[src/rtl/nrd_pkg.sv]
package nrd_pkg;
   // reset filter: minimum low time in oscillator periods
   localparam int RST_FILT_CYC = 5;
   localparam int RST_FILT_W = 3;
   // configuration bit positions
   localparam int CFG_SWRST_BIT = 7;
   localparam int CFG_TXJOIN_BIT = 5;
   localparam logic [7:0] CFG_RST_VAL = 8'h00;
   localparam logic [7:0] SETUP1_RST_VAL = 8'h00;
   localparam logic [7:0] STATION_RST_VAL = 8'h00;
   // self-write signature
   localparam logic [7:0] RAM_SIG_DATA = 8'hD1;
   localparam logic [10:0] RAM_SIG_ADDR = 11'h000;
   localparam logic [10:0] RAM_ID_ADDR = 11'h001;
   // nak limits
   localparam logic [6:0] NAK_LIMIT_LONG = 7'h7F;
   localparam logic [6:0] NAK_LIMIT_SHORT = 7'h03;
   // duplicate detection windows
   localparam real DUP_WIN_SHORT_S = 6.72;
   localparam real DUP_WIN_LONG_S = 13.44;
   localparam real CLK_MHZ = 250.0;
   localparam longint DUP_CYC_SHORT = longint'(DUP_WIN_SHORT_S * CLK_MHZ * 1.0e6);
   localparam longint DUP_CYC_LONG = longint'(DUP_WIN_LONG_S * CLK_MHZ * 1.0e6);

   typedef enum logic [1:0] {
      NRD_BUS_UNKNOWN = 2'b00,
      NRD_BUS_WR_SEEN = 2'b01,
      NRD_BUS_LOCKED = 2'b10
   } nrd_bus_st_t;

   typedef enum logic [1:0] {
      NRD_SIG_IDLE = 2'b00,
      NRD_SIG_WR0 = 2'b01,
      NRD_SIG_WR1 = 2'b10
   } nrd_sig_st_t;

   // observed token on the line, as decoded by the receiver
   typedef struct packed {
      logic valid;
      logic own;
      logic [7:0] dest;
   } nrd_token_t;

   // diagnostic status flags
   typedef struct packed {
      logic self_reconfig_flag;
      logic duplicate_station_flag;
      logic rx_activity_flag;
      logic token_seen;
      logic excess_nak_flag;
      logic probe_id_match;
      logic new_next_id;
   } nrd_diag_t;
endpackage

[src/rtl/nrd_rst_filter.sv]
`timescale 1ns/10ps
module nrd_rst_filter
   import nrd_pkg::*;
#(
   parameter int CYC = RST_FILT_CYC
) (
   input wire logic mclk, // oscillator clock
   input wire logic hw_reset_in_n, // raw reset pin
   output logic rst_out // filtered reset, high active
);
   logic sync1_q;
   logic sync2_q;
   logic [RST_FILT_W-1:0] cnt_q;

   // two-flop synchroniser for the pin; nothing in the filter is reset at power-up
   always_ff @(posedge mclk) begin
      sync1_q <= hw_reset_in_n;
      sync2_q <= sync1_q;
   end

   // glitches shorter than the count are thrown away
   always_ff @(posedge mclk) begin
      if (sync2_q) begin
         cnt_q <= '0;
         rst_out <= 1'b0;
      end else if (cnt_q < RST_FILT_W'(CYC - 1)) begin
         cnt_q <= cnt_q + 1'b1;
      end else begin
         rst_out <= 1'b1;
      end
   end
endmodule

[src/rtl/nrd_core.sv]
`timescale 1ns/10ps
module nrd_core
   import nrd_pkg::*;
#(
   parameter int NAK_W = 7,
   parameter longint DUP_SHORT = DUP_CYC_SHORT, // window counts, shorten in simulation
   parameter longint DUP_LONG = DUP_CYC_LONG
) (
   input wire logic mclk, // 250 MHz clock
   input wire logic rst_b, // sync reset, active low
   input wire logic hw_reset_in_n, // raw reset pin, filtered
   input wire logic cfg_wr, // config register write strobe
   input wire logic [7:0] cfg_wdata, // config write data
   input wire logic setup1_wr, // setup1 write strobe
   input wire logic [7:0] setup1_wdata, // setup1 data, bit 1 is short_nak_limit
   input wire logic station_wr, // station id write strobe
   input wire logic [7:0] station_wdata, // station id data
   input wire logic probe_wr, // probe id write strobe
   input wire logic [7:0] probe_wdata, // probe id data
   input wire logic host_wr, // host write cycle
   input wire logic host_rd, // host read cycle
   input wire logic host_a0, // host address bit 0
   input wire logic host_bus_type, // bus style sampled on odd write
   input wire logic diag_rd, // diagnostic status read strobe
   input wire logic clr_flags_cmd, // clear-flags command
   input wire logic dis_tx_cmd, // disable-transmitter command
   input wire logic en_tx_cmd, // enable-transmit command
   input wire logic line_rx_in, // line receive input
   input wire nrd_token_t token_in, // observed token
   input wire logic token_resp, // response seen to observed token
   input wire logic token_to_me, // token passed to this node
   input wire logic reconfig_event_timer_exp, // own token reception timer expired
   input wire logic reconfig_event_seen, // reconfiguration seen on line
   input wire logic nak_rx, // nak answering our free-buffer enquiry
   input wire logic [7:0] next_id_in, // current next logical node
   input wire logic timeout_sel_0, // timeout select 0
   input wire logic timeout_sel_1, // timeout select 1
   output logic [7:0] cfg_q, // configuration register
   output logic [7:0] setup1_q, // setup1 register
   output logic [7:0] station_id_q, // station id register
   output logic core_awake_q, // core runs microcode
   output logic join_ok_q, // node may join network
   output logic tx_enabled_q, // transmitter section enabled
   output logic tx_available_q, // transmitter available
   output logic bus_locked_q, // bus type determined
   output logic bus_type_q, // determined bus type
   output logic ram_we_q, // buffer ram write strobe
   output logic [10:0] ram_addr_q, // buffer ram address
   output logic [7:0] ram_wdata_q, // buffer ram data
   output nrd_diag_t diag_q, // diagnostic flags
   output logic reconfig_event_q, // main status reconfig bit
   output logic irq_q, // interrupt request
   output logic int_rst_q // internal reset active
);
   logic hw_rst;
   logic sw_rst;
   logic any_rst;
   logic short_nak_limit;
   logic [7:0] probe_q;
   logic [7:0] next_id_q;
   logic [NAK_W-1:0] nak_cnt_q;
   logic [NAK_W-1:0] nak_limit;
   logic [39:0] dup_cnt_q;
   logic [39:0] dup_win;
   logic dis_pend_q;
   nrd_bus_st_t bus_st_q;
   nrd_sig_st_t sig_st_q;

   nrd_rst_filter #(.CYC(RST_FILT_CYC)) u_filt (
      .mclk(mclk),
      .hw_reset_in_n(hw_reset_in_n),
      .rst_out(hw_rst)
   );

   assign sw_rst = cfg_q[CFG_SWRST_BIT];
   assign any_rst = !rst_b || hw_rst || sw_rst;
   assign short_nak_limit = setup1_q[1];
   assign nak_limit = short_nak_limit ? NAK_W'(NAK_LIMIT_SHORT) : NAK_W'(NAK_LIMIT_LONG);
   assign dup_win = (timeout_sel_0 && timeout_sel_1) ? 40'(DUP_SHORT) : 40'(DUP_LONG);

   ////////////////////////////////////////////////////////////////////////////
   // reset status
   always_ff @(posedge mclk) begin
      int_rst_q <= any_rst;
   end

   ////////////////////////////////////////////////////////////////////////////
   // registers kept across software reset; only hard reset clears them
   always_ff @(posedge mclk) begin
      if (!rst_b || hw_rst) begin
         cfg_q <= CFG_RST_VAL;
         setup1_q <= SETUP1_RST_VAL;
      end else begin
         if (cfg_wr) begin
            cfg_q <= cfg_wdata;
         end
         if (setup1_wr && !sw_rst) begin
            setup1_q <= setup1_wdata;
         end
      end
   end

   // bus type: odd write then odd read; survives software reset
   always_ff @(posedge mclk) begin
      if (!rst_b || hw_rst) begin
         bus_st_q <= NRD_BUS_UNKNOWN;
         bus_locked_q <= 1'b0;
         bus_type_q <= 1'b0;
      end else begin
         case (bus_st_q)
            NRD_BUS_UNKNOWN: begin
               if (host_wr && host_a0) begin
                  bus_st_q <= NRD_BUS_WR_SEEN;
                  bus_type_q <= host_bus_type;
               end
            end
            NRD_BUS_WR_SEEN: begin
               if (host_rd && host_a0) begin
                  bus_st_q <= NRD_BUS_LOCKED;
                  bus_locked_q <= 1'b1;
               end
            end
            NRD_BUS_LOCKED: begin
               bus_locked_q <= 1'b1;
            end
            default: begin
               bus_st_q <= NRD_BUS_UNKNOWN;
            end
         endcase
      end
   end

   ////////////////////////////////////////////////////////////////////////////
   // station id, wake and join
   always_ff @(posedge mclk) begin
      if (any_rst) begin
         station_id_q <= STATION_RST_VAL;
         probe_q <= 8'h00;
         core_awake_q <= 1'b0;
         join_ok_q <= 1'b0;
      end else begin
         if (station_wr) begin
            station_id_q <= station_wdata;
         end
         if (probe_wr) begin
            probe_q <= probe_wdata;
         end
         core_awake_q <= (station_id_q != 8'h00);
         join_ok_q <= core_awake_q && cfg_q[CFG_TXJOIN_BIT];
      end
   end

   // self-write signature into buffer ram
   always_ff @(posedge mclk) begin
      if (any_rst) begin
         sig_st_q <= NRD_SIG_IDLE;
         ram_we_q <= 1'b0;
         ram_addr_q <= 11'h000;
         ram_wdata_q <= 8'h00;
      end else begin
         ram_we_q <= 1'b0;
         case (sig_st_q)
            NRD_SIG_IDLE: begin
               if (station_wr) begin
                  sig_st_q <= NRD_SIG_WR0;
               end
            end
            NRD_SIG_WR0: begin
               ram_we_q <= 1'b1;
               ram_addr_q <= RAM_SIG_ADDR;
               ram_wdata_q <= RAM_SIG_DATA;
               sig_st_q <= NRD_SIG_WR1;
            end
            NRD_SIG_WR1: begin
               ram_we_q <= 1'b1;
               ram_addr_q <= RAM_ID_ADDR;
               ram_wdata_q <= station_id_q;
               sig_st_q <= NRD_SIG_IDLE;
            end
            default: begin
               sig_st_q <= NRD_SIG_IDLE;
            end
         endcase
      end
   end

   ////////////////////////////////////////////////////////////////////////////
   // transmitter
   always_ff @(posedge mclk) begin
      if (any_rst) begin
         tx_enabled_q <= 1'b0;
         tx_available_q <= 1'b1;
         dis_pend_q <= 1'b0;
      end else begin
         tx_enabled_q <= join_ok_q;
         if (en_tx_cmd) begin
            tx_available_q <= 1'b0;
         end
         if (dis_tx_cmd && !tx_available_q) begin
            dis_pend_q <= 1'b1;
         end else if (dis_pend_q && token_to_me) begin
            dis_pend_q <= 1'b0;
            tx_available_q <= 1'b1;
         end
      end
   end

   ////////////////////////////////////////////////////////////////////////////
   // duplicate id window; a response to a token for our id sets the flag
   always_ff @(posedge mclk) begin
      if (any_rst || station_wr) begin
         dup_cnt_q <= 40'h0;
      end else if (core_awake_q && dup_cnt_q < dup_win) begin
         dup_cnt_q <= dup_cnt_q + 40'h1;
      end
   end

   // flags: a set in the same cycle as a clear wins
   always_ff @(posedge mclk) begin
      if (any_rst) begin
         diag_q <= '0;
         next_id_q <= 8'h00;
      end else begin
         next_id_q <= next_id_in;
         if (reconfig_event_timer_exp && join_ok_q) begin
            diag_q.self_reconfig_flag <= 1'b1;
         end else if (diag_rd) begin
            diag_q.self_reconfig_flag <= 1'b0;
         end
         if (core_awake_q && token_in.valid && !token_in.own && token_resp
             && token_in.dest == station_id_q && dup_cnt_q < dup_win) begin
            diag_q.duplicate_station_flag <= 1'b1;
         end else if (diag_rd) begin
            diag_q.duplicate_station_flag <= 1'b0;
         end
         if (line_rx_in) begin
            diag_q.rx_activity_flag <= 1'b1;
         end
         if (token_in.valid && !token_in.own) begin
            diag_q.token_seen <= 1'b1;
         end
         if (token_in.valid && token_resp && token_in.dest == probe_q) begin
            diag_q.probe_id_match <= 1'b1;
         end else if (probe_wr) begin
            diag_q.probe_id_match <= 1'b0;
         end
         if (nak_rx && nak_cnt_q == nak_limit) begin
            diag_q.excess_nak_flag <= 1'b1;
         end else if (clr_flags_cmd) begin
            diag_q.excess_nak_flag <= 1'b0;
         end
         if (next_id_in != next_id_q && core_awake_q) begin
            diag_q.new_next_id <= 1'b1;
         end else if (diag_rd) begin
            diag_q.new_next_id <= 1'b0;
         end
      end
   end

   // nak counter wraps at the limit so the flag recurs every full count
   always_ff @(posedge mclk) begin
      if (any_rst || en_tx_cmd) begin
         nak_cnt_q <= '0;
      end else if (nak_rx) begin
         nak_cnt_q <= (nak_cnt_q == nak_limit) ? '0 : nak_cnt_q + 1'b1;
      end
   end

   ////////////////////////////////////////////////////////////////////////////
   // reconfiguration status and interrupt; clear-flags acknowledges
   always_ff @(posedge mclk) begin
      if (any_rst) begin
         reconfig_event_q <= 1'b0;
         irq_q <= 1'b0;
      end else begin
         if (reconfig_event_seen || (reconfig_event_timer_exp && join_ok_q)) begin
            reconfig_event_q <= 1'b1;
         end else if (clr_flags_cmd) begin
            reconfig_event_q <= 1'b0;
         end
         irq_q <= reconfig_event_q || diag_q.excess_nak_flag;
      end
   end
endmodule

[config.mk]
export PLATFORM = sky130hd
export DESIGN_NAME = nrd_core
export DESIGN_NICKNAME = d
export VERILOG_FILES = /design/src/rtl/nrd_pkg.sv /design/src/rtl/nrd_rst_filter.sv /design/src/rtl/nrd_core.sv
export SDC_FILE = /design/constraint.sdc
export NUM_CORES = 1
export LEC_CHECK = 0
export BUFFER_PORTS_ARGS = -buffer_cell sky130_fd_sc_hd__buf_2
export CORE_ASPECT_RATIO = 1.5
export CORE_UTILIZATION = 54
export DETAILED_ROUTE_END_ITERATION = 6
export PLACE_DENSITY = 0.78
export SYNTH_ARGS = -nofsm -noshare
export SYNTH_HDL_FRONTEND = slang
export SYNTH_HIERARCHICAL = 1
export SYNTH_SLANG_ARGS = --single-unit
export TNS_END_PERCENT = 5
[constraint.sdc]
create_clock -name mclk -period 2.74 [get_ports mclk]
set_input_delay 0.137 -clock mclk [delete_from_list [all_inputs] [get_ports mclk]]
set_output_delay 0.137 -clock mclk [all_outputs]
set_load 0.01 [all_outputs]
**Word level (Yosys, flattened, before mapping)**

Index checks and enable logic that the tools add are counted.

- Latch bits: 0
- Memory bits (read-only): 0
- RAM bits: 0
- Memories: 0
- Output and inout bits: 60
- Input bits: 73
- Word-level logic and storage cells: 122
- Register bits: 134

- Reductions and logical operators: 45
- Bitwise logic cells: 1
- $add $sub $neg: 3
- Multiply operators: 0
- Divide/modulo/power cells: 0
- Shift operators: 0
- Equal/unequal tests: 11
- Multiplexer cells: 27
- Magnitude comparators: 2

Operators by type and width:

| operator | number |
|---|---|
| $add 40x1->40 const B | 1 |
| $lt 40x32->1 | 1 |
| $mux 32 | 1 |
| $pmux 11 s2 | 1 |
| $logic_and 1x1->1 | 19 |
| $reduce_bool 2->1 | 9 |
| $eq 8x8->1 | 2 |
| $mux 1 | 16 |
| $pmux 8 s2 | 1 |
| $mux 7 | 2 |
| $ne 8x8->1 | 1 |
| $reduce_bool 8->1 | 1 |
| $add 7x1->7 const B | 1 |
| $eq 7x7->1 | 1 |
| $logic_or 1x1->1 | 6 |
| $mux 2 | 3 |
| $ne 2x2->1 const B | 3 |
| $pmux 2 s3 | 1 |
| $eq 2x1->1 const B | 2 |
| $eq 2x2->1 const B | 2 |
| $logic_not 1->1 | 4 |
| $logic_not 2->1 | 2 |
| $pmux 2 s2 | 1 |
| $reduce_and 2->1 | 2 |
| other kinds (6) | 6 |

**Depth between registers and ports, before layout**

Gate-level depths: netlist of the first run.

- Depth after elaboration: 6
- Depth in mapped cells: 11
- Depth with buffers taken out: 9

**By module**

Netlist of the first run, hierarchy kept.

Modules (own cells, without submodules):

| module | cells an instance | area each (um^2) | times used | sequential area each (um^2) |
|---|---|---|---|---|
| nrd_core | 601 | 5,382.7 | 1 | 2,362.3 |
| nrd_rst_filter | 15 | 173.9 | 1 | 120.1 |

**Worst setup path after synthesis of the first run**

No wires, ideal clock.

- Path kind: register to register
- Start point: register dup_cnt_q[11]
- End point: register dup_cnt_q[16]
- Buffers on the path: 1
- Slack: 0.536 ns
- Data required time: 2.670 ns
- Data arrival time: 2.134 ns
- Cell stages (with the launch flop): 9
- Library setup time: 0.070 ns
- Period minus slack after synthesis: 2.204 ns
- Cells stage by stage: dfxtp_1 ha_1 or4_4 o211ai_2 a21oi_1 o21a_4 buf_6 or4_1 a21oi_1

- Longest elaborated chain between the ends: 2
- Elaborated cells on any way between the ends: 3
- Those cells by class: add/sub: 1; order compare: 1; reduce/logical: 1

Ends and longest elaborated chain:

| item | RTL line | text |
|---|---|---|
| start, declared | nrd_core.sv:63 | `logic [39:0] dup_cnt_q;` |
| start signal, assigned | nrd_core.sv:214 | `dup_cnt_q <= dup_cnt_q + 40'h1;` |
| $lt 40x32->1 | nrd_core.sv:213 | `end else if (core_awake_q && dup_cnt_q < dup_win) begin` |
| $logic_and 1x1->1 | nrd_core.sv:213 |  |

Several ways; a longest one is shown, not always the timed one.
A chain may end at the register's enable or synchronous reset.

**Worst setup path after layout of the first run**

- Start point: register dup_cnt_q[27]
- End point: register dup_cnt_q[6]

- Longest elaborated chain between the ends: 2

Ends and longest elaborated chain:

| item | RTL line |
|---|---|
| $lt 40x32->1 | nrd_core.sv:213 |
| $logic_and 1x1->1 | nrd_core.sv:213 |

Every way passes these cells.

==> flow_summary.json, run 1 <==
{
  "synth_cells": 616,
  "synth.area.mux_share_pct": 7.57,
  "ys_ff_latch": 124,
  "synth_cell_types": 54,
  "start_kind": "flop",
  "drt-total-wl_um": 14800,
  "yosysTopAreaCell": "dfxtp_1",
  "antenna_found_initial": 0,
  "synth_top_family_by_area": "simple AND/OR/NAND/NOR gates",
  "grt_setup_unrepaired": "no",
  "cts_tree": "built",
  "grtUsageMet1_pct": 30.6,
  "synth_xor_xnor_area_share_pct": 5.04,
  "whs_ns": 0.00598,
  "preCtsSetupSlack_ns": 0.177,
  "post-cts-setup-buffers": 0,
  "finalCriticalPeriod_ns": 2.48,
  "critPathBufInv": 0,
  "power_mw": 4.71,
  "portBuffers": 122,
  "num_rows": 45,
  "antennaDiodeCount": 0,
  "drtAntennaViolNets": 0,
  "use_met3_pct": 7.60,
  "start_util_pct": 55.1,
  "dp.cells": 834,
  "drt_first_iter_violations": 308,
  "worstSetupPathType": "flop to flop",
  "dr.pass1.iters": 7,
  "failed_checks": "design-rule violations",
  "rr_startpoint": "dup_cnt_q[27]",
  "clk_pin_slew_worst_paths_ns": 0.05,
  "synth-simple-area-share_pct": 25.1,
  "viasPerCell": 5.79,
  "worstPathCellList": "ha_1 -> nor3b_1 -> o2111ai_1 -> a2111oi_1 -> o21a_4 -> o311ai_0 -> o41ai_1",
  "fmax_ghz": 0.403,
  "max_slew.worst_pin.slew_ns": 0.910,
  "drive_above_1_share_pct": 21.8,
  "cp.required_ns": 3.05,
  "dpl_cell_area_mm2": 0.00622,
  "ys_top_cells_by_area": "dfxtp_1 45%, mux2i_1 7.6%, nor2_1 5.1%",
  "reg2reg_depth": 7,
  "core-area_mm2": 0.0101,
  "synth_area_mm2": 0.00556,
  "synth_enable_flop_cells": 0,
  "cp-endpoint": "dup_cnt_q[6]",
  "fin_setup_tns_ns": 0,
  "crit_fanout": 44,
  "cellPowerDensity_mw_per_mm2": 654,
  "dieWidth_um": 84.8,
  "synth_top_area_share_pct": 44.7,
  "routedWlPerCell_um": 16.4,
  "numCtsBuffers": 17,
  "dp_hpwl_um": 9810,
  "final_core_util_pct": 71.4,
  "synth.avg_cell_area_um2": 9.02,
  "post-route-period-util_pct": 90.7,
  "grt_usage_pct": 28.4,
  "clock_latency_ns": 0.41,
  "met2_usage_pct": 49.5,
  "vias": 5226,
  "cp_top_family": "compound AO/OA/AOI/OAI gates",
  "clock_sinks": 124,
  "area_growth_pct": 29.5,
  "final_nets": 863,
  "die_y_um": 126,
  "cts-root-buf": "clkbuf_16",
  "gp_congestion": 0.882,
  "h-tree-depth": 4,
  "worst_ep_arrival_time_ns": 2.79,
  "crit_start": "dup_cnt_q[27]",
  "relSlewSlack_pct": 39.2,
  "hold_path_class": "primary input to flop",
  "final_max_slew_viol_count": 0,
  "finalHoldViolations": 0,
  "status": "complete, but fails checks",
  "irDropWorstVdd_uv": 618,
  "cts_buffer_depth": 2,
  "overflow": 0,
  "path_depth": 7,
  "synth_flop_cell": "dfxtp_1",
  "instances_no_fill": 903,
  "dieArea_mm2": 0.0107,
  "ioPinCount": 133,
  "synth_adder_area_share_pct": 3.13,
  "drv_cap": 0,
  "critPathCaptureType": "flop",
  "synth_compound_gate_area_share_pct": 10.0,
  "critPathSlowestCell": "a2111oi_1",
  "grt_start_max_net_pins": 45,
  "skew_ns": 0.00590,
  "setup_viol_count_final": 0,
  "grt_pass1_wl_um": 23900,
  "grt.busiest_layer": "met2",
  "setup_slack_ns": 0.256,
  "async_reset_ff_share_pct": 0,
  "synth_seq_area_share_pct": 44.7,
  "r2r_slack_ns": 0.26,
  "yosys_warnings": 6,
  "timing.rr.end": "dup_cnt_q[6]",
  "drc": 3,
  "critPathMaxStageDelay_ns": 0.53,
  "fin_area_mm2": 0.00719,
  "p_leak_nw": 3.12,
  "grt_pass1_vias": 5187
}
## worst reg2reg max path: stages, from the launching register on
cell	delay, ns
dfxtp_1	0.37
ha_1	0.34
nor3b_1	0.21
o2111ai_1	0.14
a2111oi_1	0.53
o21a_4	0.47
o311ai_0	0.23
o41ai_1	0.09
## layout make-up
| class | count | area [µm²] |
|---|---|---|
| clock buffer | 21 | 470 |
| inverter | 11 | 41.3 |
| multi-input combinational | 450 | 2870 |
| fill | 724 | 2880 |
| timing repair buffer | 173 | 1100 |
| tap | 117 | 146 |
| clock inverter | 7 | 92.6 |
| sequential | 124 | 2480 |
## flip-flops by register name (all words and copies together), names as in the netlist, 8 cells and up
register,cells
cfg_q,8
setup1_q,8
dup_cnt_q,40
station_id_q,8
next_id_q,8
probe_q,8
ram_wdata_q,8
## timing repair
item,CTS,global route
hold buffers,41,0
gates resized for setup,0,0
endpoints found under the hold margin,41,0
## cell families after synthesis
kind of cell	count (synthesis)
other	1
DFF	124
xor gates and xnor gates	32
muxes	42
AOI/OAI and AO/OA	86
adders and majority gates	14
buffers and inverters	51
and+or+nand+nor	266
## worst min path at each step
| stage | start | to | slack (ns) | cells after the start |
|---|---|---|---|---|
| global route | probe_wdata[4] | probe_q[4] | 0.01 | 3 |
| global placement | hw_reset_in_n | u_filt/sync1_q | 0.25 | 1 |
| detailed placement | hw_reset_in_n | u_filt/sync1_q | 0.25 | 1 |
| CTS | token_in[9] | diag_q[1] | 0.001 | 3 |
| floorplan | hw_reset_in_n | u_filt/sync1_q | 0.16 | 0 |
| finish | probe_wdata[4] | probe_q[4] | 0.006 | 3 |
## synthesized netlist by cell type, types with 3 or more instances
cell / number
and3_1: 6
nor2b_1: 5
nor4_1: 10
xnor2_1: 21
nand3_1: 26
dfxtp_1: 124
nor3_1: 8
nand2_1: 36
ha_1: 13
xor2_1: 11
and4_1: 3
o21ai_1: 3
clkbuf_1: 26
and2_1: 21
o21ai_0: 9
nor2_1: 76
o31ai_1: 9
nand4_1: 25
nand2b_1: 13
a21oi_1: 32
a31oi_1: 5
buf_4: 11
or2_2: 6
mux2i_1: 42
or4_1: 16
o211ai_1: 8
or3_1: 7
o22ai_1: 4
a41o_1: 3
inv_1: 10
## layer usage
layer  part of all wire, %  up-vias
met5                     0        -
met4                   4.3        0
met3                   5.1       59
met2                    52      195
met1                    38     2470
li1                      -     2502
## layout by cell type (no fill, tap or decap), types with 4 or more instances in the layout
cell / synthesis / layout
dfxtp_1: 124 / 124
xor2_1: 11 / 11
a31oi_1: 5 / 5
buf_4: 11 / 10
or3_1: 7 / 7
o22ai_1: 4 / 4
or4_1: 16 / 16
nand2b_1: 13 / 13
ha_1: 13 / 13
dlygate4sd3_1: 0 / 41
xnor2_1: 21 / 21
a21oi_1: 32 / 32
buf_2: 2 / 122
nand3_1: 26 / 26
nor3_1: 8 / 8
nor2_1: 76 / 76
o31ai_1: 9 / 9
and3_1: 6 / 6
inv_1: 10 / 10
nor2b_1: 5 / 5
and2_1: 21 / 21
o211ai_1: 8 / 8
nand2_1: 36 / 36
conb_1: 1 / 10
clkbuf_16: 0 / 17
o21ai_0: 9 / 9
or2_2: 6 / 6
mux2i_1: 42 / 42
nor4_1: 10 / 10
nand4_1: 25 / 25
## where the power goes
part	switching (mW)	internal, mW	leakage [nW]
clock network	0.761	1.38	0.269
registers	0.0739	1.90	1.01
logic	0.319	0.267	1.84
total	1.15	3.55	3.12
Note: power is estimated with default switching activity, not from simulation.
==> run 2, diff against run 1 <==
- SYNTH_HIERARCHICAL: 1 -> not set
==> run 2 against run 1 <==
  * The run still ends with design-rule violations left
  * Synthesized area stayed put
  * Maximum frequency shrank 1.6%
  * Worst setup slack got worse by 0.039 ns
  * Combinational power increased by 3.8%
  * First-iteration DRC count grew 30%
  * Non-clock buffer count rose by 5
  * Clock-buffer cell count fell by 2
  * Core utilization grew 0.76 points
  * Flip-flop and latch count unchanged
  * Cell area up 1.1%
  * Power increased by 1.6%
  * Critical path type unchanged
  * Largest cell class unchanged
==> flow_summary.json, run 2 <==
{
  "clk_pin_slew_worst_paths_ns": 0.06,
  "grt_setup_unrepaired": "no",
  "synth_enable_flop_cells": 0,
  "start_util_pct": 55.1,
  "yosysMostFrequentCell": "dfxtp_1",
  "swShare_pct": 25.9,
  "gp_congestion": 0.859,
  "critPathSlowestCell": "o41ai_1",
  "synth_top_family_by_area": "simple AND/OR/NAND/NOR gates",
  "clock_sinks": 124,
  "final_core_util_pct": 72.1,
  "routedWlPerCell_um": 16.8,
  "synth_area_mm2": 0.00556,
  "yosysTopAreaCell": "dfxtp_1",
  "dieArea_mm2": 0.0107,
  "synth_top_area_share_pct": 44.7,
  "final_common_cell": "dfxtp_1",
  "num_rows": 45,
  "failed_checks": "design-rule violations",
  "max_slew.worst_pin.slew_ns": 0.990,
  "synth_adder_area_share_pct": 3.13,
  "core-area_mm2": 0.0101,
  "numCtsBuffers": 17,
  "status": "complete, but fails checks",
  "comb_power_share_pct": 12.7,
  "finalCriticalPeriod_ns": 2.52,
  "grt_pass1_vias": 5504,
  "synth_seq_area_share_pct": 44.7,
  "mostFrequentLayoutCells": "124 x dfxtp_1, 122 x buf_2, 78 x nor2_1",
  "finalHoldViolations": 0,
  "drive_above_1_share_pct": 23.1,
  "drt_first_iter_violations": 400,
  "topRoutingLayerUsed": "met4",
  "cts_buffer_depth": 2,
  "yosys_warnings": 0,
  "cts-root-buf": "clkbuf_16",
  "grt_usage_pct": 29.5,
  "final_max_slew_viol_count": 0,
  "synth_cell_types": 57,
  "viasPerCell": 5.78,
  "instances_no_fill": 914,
  "synth-simple-area-share_pct": 24.7,
  "synth_common_cells": "124 x dfxtp_1, 78 x nor2_1, 45 x mux2i_1",
  "dp.cells": 838,
  "synth_cells": 615,
  "relSlewSlack_pct": 34.0,
  "die_y_um": 126,
  "cts-resized-gates": 0,
  "start_kind": "flop",
  "critPathMaxStageDelay_ns": 0.47,
  "dp_hpwl_um": 9700,
  "synth.avg_cell_area_um2": 9.04,
  "worstSetupPathType": "flop to flop",
  "fmax_ghz": 0.396,
  "area_growth_pct": 30.8,
  "post-route-period-util_pct": 92.1,
  "cp.required_ns": 2.98,
  "wl_met1_um": 5710,
  "vias": 5287,
  "antennaDiodeCount": 0,
  "drt-total-wl_um": 15400,
  "power.share.sequential_pct": 41.3,
  "skew_ns": 0.00705,
  "irDropWorstVdd_uv": 456,
  "clock_latency_ns": 0.41,
  "met3_length_um": 783,
  "p_int_mw": 3.54,
  "p_leak_nw": 3.17,
  "critPathCaptureType": "flop",
  "critPathBufInv": 0,
  "drtAntennaViolNets": 0,
  "dr_wl_met2_um": 8310,
  "worstPathCellList": "ha_1 -> or4_1 -> o211ai_1 -> a21oi_1 -> o21a_4 -> o41ai_1 -> a21oi_1",
  "dieWidth_um": 84.8,
  "crit_fanout": 27,
  "fin_setup_tns_ns": 0,
  "synth_xor_xnor_area_share_pct": 4.89,
  "ioPinCount": 133,
  "dr.pass1.iters": 7,
  "overflow": 0,
  "async_reset_ff_share_pct": 0,
  "synth_compound_gate_area_share_pct": 9.61,
  "hold_path_class": "primary input to flop",
  "r2r_slack_ns": 0.22,
  "largest_reg_flops": 40,
  "pwr-share-clk_pct": 46.0,
  "cellPowerDensity_mw_per_mm2": 658,
  "grt_pass1_wl_um": 25100,
  "final_nets": 870,
  "drv_cap": 0,
  "drc": 1,
  "p_sw_mw": 1.24,
  "h-tree-depth": 4,
  "worst_ep_arrival_time_ns": 2.76,
  "ys_top_cells_by_area": "dfxtp_1 45%, mux2i_1 8.1%, nor2_1 5.3%",
  "crit_top_cell": "a21oi_1",
  "cp_top_family": "compound AO/OA/AOI/OAI gates",
  "synth_flop_cell": "dfxtp_1",
  "antenna_found_initial": 0,
  "cts_tree": "built",
  "ys_ff_latch": 124,
  "synth.area.mux_share_pct": 8.51,
  "setup_viol_count_final": 0,
  "regMostFlops": "dup_cnt_q",
  "grt_start_max_net_pins": 40,
  "portBuffers": 122,
  "post-cts-setup-buffers": 0
}
==> run 2: changes by cell type after synthesis, sizes merged, moves of 5 or more <==
cell / before / now
or4: 17 / 8
o31ai: 9 / 3
nand3: 26 / 19
nand4b: 0 / 5
==> run 2: stage by stage <==
| step | hold WS (ns) | power, mW | setup slack [ns] | cell area, µm² |
|---|---|---|---|---|
| after CTS | 0.000373 | 4.78 | 0.281 | 7270 |
| after global routing | 0.00617 | 4.94 | 0.138 | 7270 |
| after floorplan | 0.165 | 2.34 | 0.494 | 5590 |
| after global placement | 0.241 | 2.52 | 0.319 | 6250 |
| after detailed placement | 0.246 | 2.55 | 0.157 | 6250 |
| final | 0.00528 | 4.78 | 0.217 | 7270 |
==> run 2: logic make-up after synthesis <==
group	after synthesis
other	1
xor gates and xnor gates	31
AOI/OAI and AO/OA	84
muxes	47
DFF	124
adders and majority gates	14
buffers and inverters	52
and+or+nand+nor	262
==> run 2: final cells by class <==
class,count,area [µm²]
fill,679,2810
inverter,15,56.3
multi-input combinational,448,2860
tap,117,146
clock buffer,19,443
sequential,124,2480
clock inverter,13,140
timing repair buffer,178,1140
==> run 2: power by group through the flow <==
| stage | sequential [mW] | combinational (mW) | clock, mW |
|---|---|---|---|
| 3_3_place_gp | 2.00 | 0.519 | 0 |
| 2_1_floorplan | 2.02 | 0.319 | 0 |
| 6_report | 1.98 | 0.607 | 2.20 |
| 4_1_cts | 1.97 | 0.595 | 2.21 |
| 3_5_place_dp | 2.01 | 0.539 | 0 |
| 5_1_grt | 1.99 | 0.658 | 2.30 |
==> run 2: layer usage <==
metal | vias to the layer above | GRT usage (%)
li1 | 2494 | -
met1 | 2513 | 29.8
met2 | 217 | 55.8
met3 | 63 | 7.34
met4 | 0 | 14.0
met5 | - | 0
==> run 2: tightest hold or removal path, stage by stage <==
cell and delay, ns:
buf_2 0.09, mux2i_1 0.07, nor2_1 0.09
==> run 2: timing repair <==
item,CTS,global route
hold buffers,44,0
setup endpoints to repair,0,0
hold endpoints to repair,44,0
==> run 2: path summary, 6_finish.rpt <==
path                         start         endpoint  cells past startpoint
hold / removal    station_wdata[4]  station_id_q[4]                      3
hold reg to reg     u_filt.sync1_q   u_filt.sync2_q                      0
setup reg to reg     dup_cnt_q[14]     dup_cnt_q[7]                      7
setup / recovery     dup_cnt_q[14]     dup_cnt_q[7]                      7
==> run 3, diff against run 2 <==
- RECOVER_POWER: not set -> 100
==> run 3 against run 2 <==
  * The flow now finishes without violations
  * Power decreased by 0.37%
  * Cell area decreased by 1.1%
  * Global-route usage unchanged
  * Worst setup slack improved by 0.0044 ns
  * Die area unchanged
  * Cell count unchanged
  * Non-clock buffer count unchanged
  * First-iteration DRC count decreased by 20%
  * Largest cell class unchanged
  * Highest routed layer unchanged
==> flow_summary.json, run 3 (synthesized netlist as in run 2, its figures left out) <==
{
  "status": "complete, no violations",
  "final_common_cell": "dfxtp_1",
  "irDropWorstVdd_uv": 456,
  "max_slew.worst_pin.slew_ns": 0.984,
  "wl_met1_um": 5740,
  "relSlewSlack_pct": 34.4,
  "num_rows": 45,
  "critPathBufInv": 1,
  "drc": 0,
  "drt_first_iter_violations": 320,
  "skew_ns": 0.00705,
  "vias": 5333,
  "dieArea_mm2": 0.0107,
  "grt_usage_pct": 29.5,
  "clk_pin_slew_worst_paths_ns": 0.06,
  "power_mw": 4.76,
  "viasPerCell": 5.83,
  "cellPowerDensity_mw_per_mm2": 663,
  "cts-root-buf": "clkbuf_16",
  "final_nets": 870,
  "dp.cells": 838,
  "dieWidth_um": 84.8,
  "area_growth_pct": 29.4,
  "worst_ep_arrival_time_ns": 2.81,
  "drt-total-wl_um": 15400,
  "drtAntennaViolNets": 0,
  "cts-resized-gates": 0,
  "drive_above_1_share_pct": 16.3,
  "largest_reg_flops": 40,
  "regMostFlops": "dup_cnt_q",
  "instances_no_fill": 914,
  "numCtsBuffers": 17,
  "die_y_um": 126,
  "dr_wl_met2_um": 8410,
  "setup_viol_count_final": 0,
  "mostFrequentLayoutCells": "124 x dfxtp_1, 78 x nor2_1, 72 x buf_2",
  "start_util_pct": 55.1,
  "clock_latency_ns": 0.41,
  "worstPathCellList": "ha_1 -> nor3b_1 -> o2111ai_1 -> a2111oi_2 -> o21ai_0 -> buf_4 -> nand4_1 -> mux2_2",
  "cts_buffer_depth": 2,
  "h-tree-depth": 4,
  "portBuffers": 122,
  "grt_pass1_vias": 5504,
  "dp_hpwl_um": 9700,
  "worstSetupPathType": "flop to flop",
  "gp_congestion": 0.859,
  "met3_length_um": 789,
  "critPathSlowestCell": "a2111oi_2",
  "crit_fanout": 15,
  "routedWlPerCell_um": 16.9,
  "overflow": 0,
  "start_kind": "flop",
  "grt_start_max_net_pins": 40,
  "finalCriticalPeriod_ns": 2.52,
  "cts_tree": "built",
  "cp_top_family": "compound AO/OA/AOI/OAI gates",
  "whs_ns": 0.00559,
  "finalHoldViolations": 0,
  "p_leak_nw": 2.96,
  "final_max_slew_viol_count": 0,
  "topRoutingLayerUsed": "met4",
  "antennaDiodeCount": 0,
  "fmax_ghz": 0.397,
  "post-route-period-util_pct": 91.9,
  "drv_cap": 0,
  "critPathCaptureType": "flop",
  "grt_setup_unrepaired": "no",
  "clock_sinks": 124,
  "grt_pass1_wl_um": 25100,
  "dr.pass1.iters": 5,
  "fin_setup_tns_ns": 0,
  "hold_path_class": "primary input to flop",
  "critPathMaxStageDelay_ns": 0.49,
  "antenna_found_initial": 0,
  "cp.required_ns": 3.04,
  "ioPinCount": 133,
  "core-area_mm2": 0.0101
}
-- run 3: cell count changes in the layout (fill, tap and decap cells not counted), sizes merged --
cell    delta
buf       -54
clkbuf    +54
-- run 3: worst reg2reg max path, delay by kind of cell (launching register included) --
| family | cells | cell delay [ns] |
|---|---|---|
| DFF | 1 | 0.36 |
| AOI/OAI and AO/OA | 3 | 0.82 |
| adders and majority gates | 1 | 0.32 |
| buffers and inverters | 1 | 0.23 |
| muxes | 1 | 0.34 |
| and+or+nand+nor | 2 | 0.33 |
-- run 3: timing repair --
| action | CTS | global route |
|---|---|---|
| hold buffers | 44 | 0 |
| setup buffers | 0 | 0 |
| hold endpoints to repair | 44 | 0 |
-- run 3: final timing paths --
path / start / to / slack [ns] / cells after the start
max: dup_cnt_q[27] / dup_cnt_q[24] / 0.22 / 8
max reg2reg: dup_cnt_q[27] / dup_cnt_q[24] / 0.22 / 8
min reg2reg: u_filt.sync1_q / u_filt.sync2_q / 0.33 / 0
min: station_wdata[4] / station_id_q[4] / 0.006 / 3
-- run 3: layout make-up --
cell class	instances	area, µm²
multi-input combinational	448	2860
inverter	15	56.3
clock buffer	19	443
fill	724	2890
clock inverter	13	140
tap	117	146
sequential	124	2480
timing repair buffer	178	1060
-- run 3: metrics by stage --
step	setup slack (ns)	utilization, %	area, µm²
2_1_floorplan	0.494	-	5590
3_3_place_gp	0.319	62.0	6250
3_5_place_dp	0.157	62.0	6250
4_1_cts	0.281	72.1	7270
5_1_grt	0.0921	71.3	7190
6_report	0.221	71.3	7190
-- run 3: report_power, final --
| part | total [mW] | internal, mW | switching [mW] |
|---|---|---|---|
| clock network | 2.20 | 1.37 | 0.833 |
| registers | 1.98 | 1.90 | 0.0786 |
| logic | 0.587 | 0.256 | 0.331 |
-- run 3: per-layer routing --
layer  track usage (%)  up-vias
li1                  -     2497
met1              29.8     2547
met2              55.8      230
met3              7.34       59
met4              14.0        0
met5                 0        -
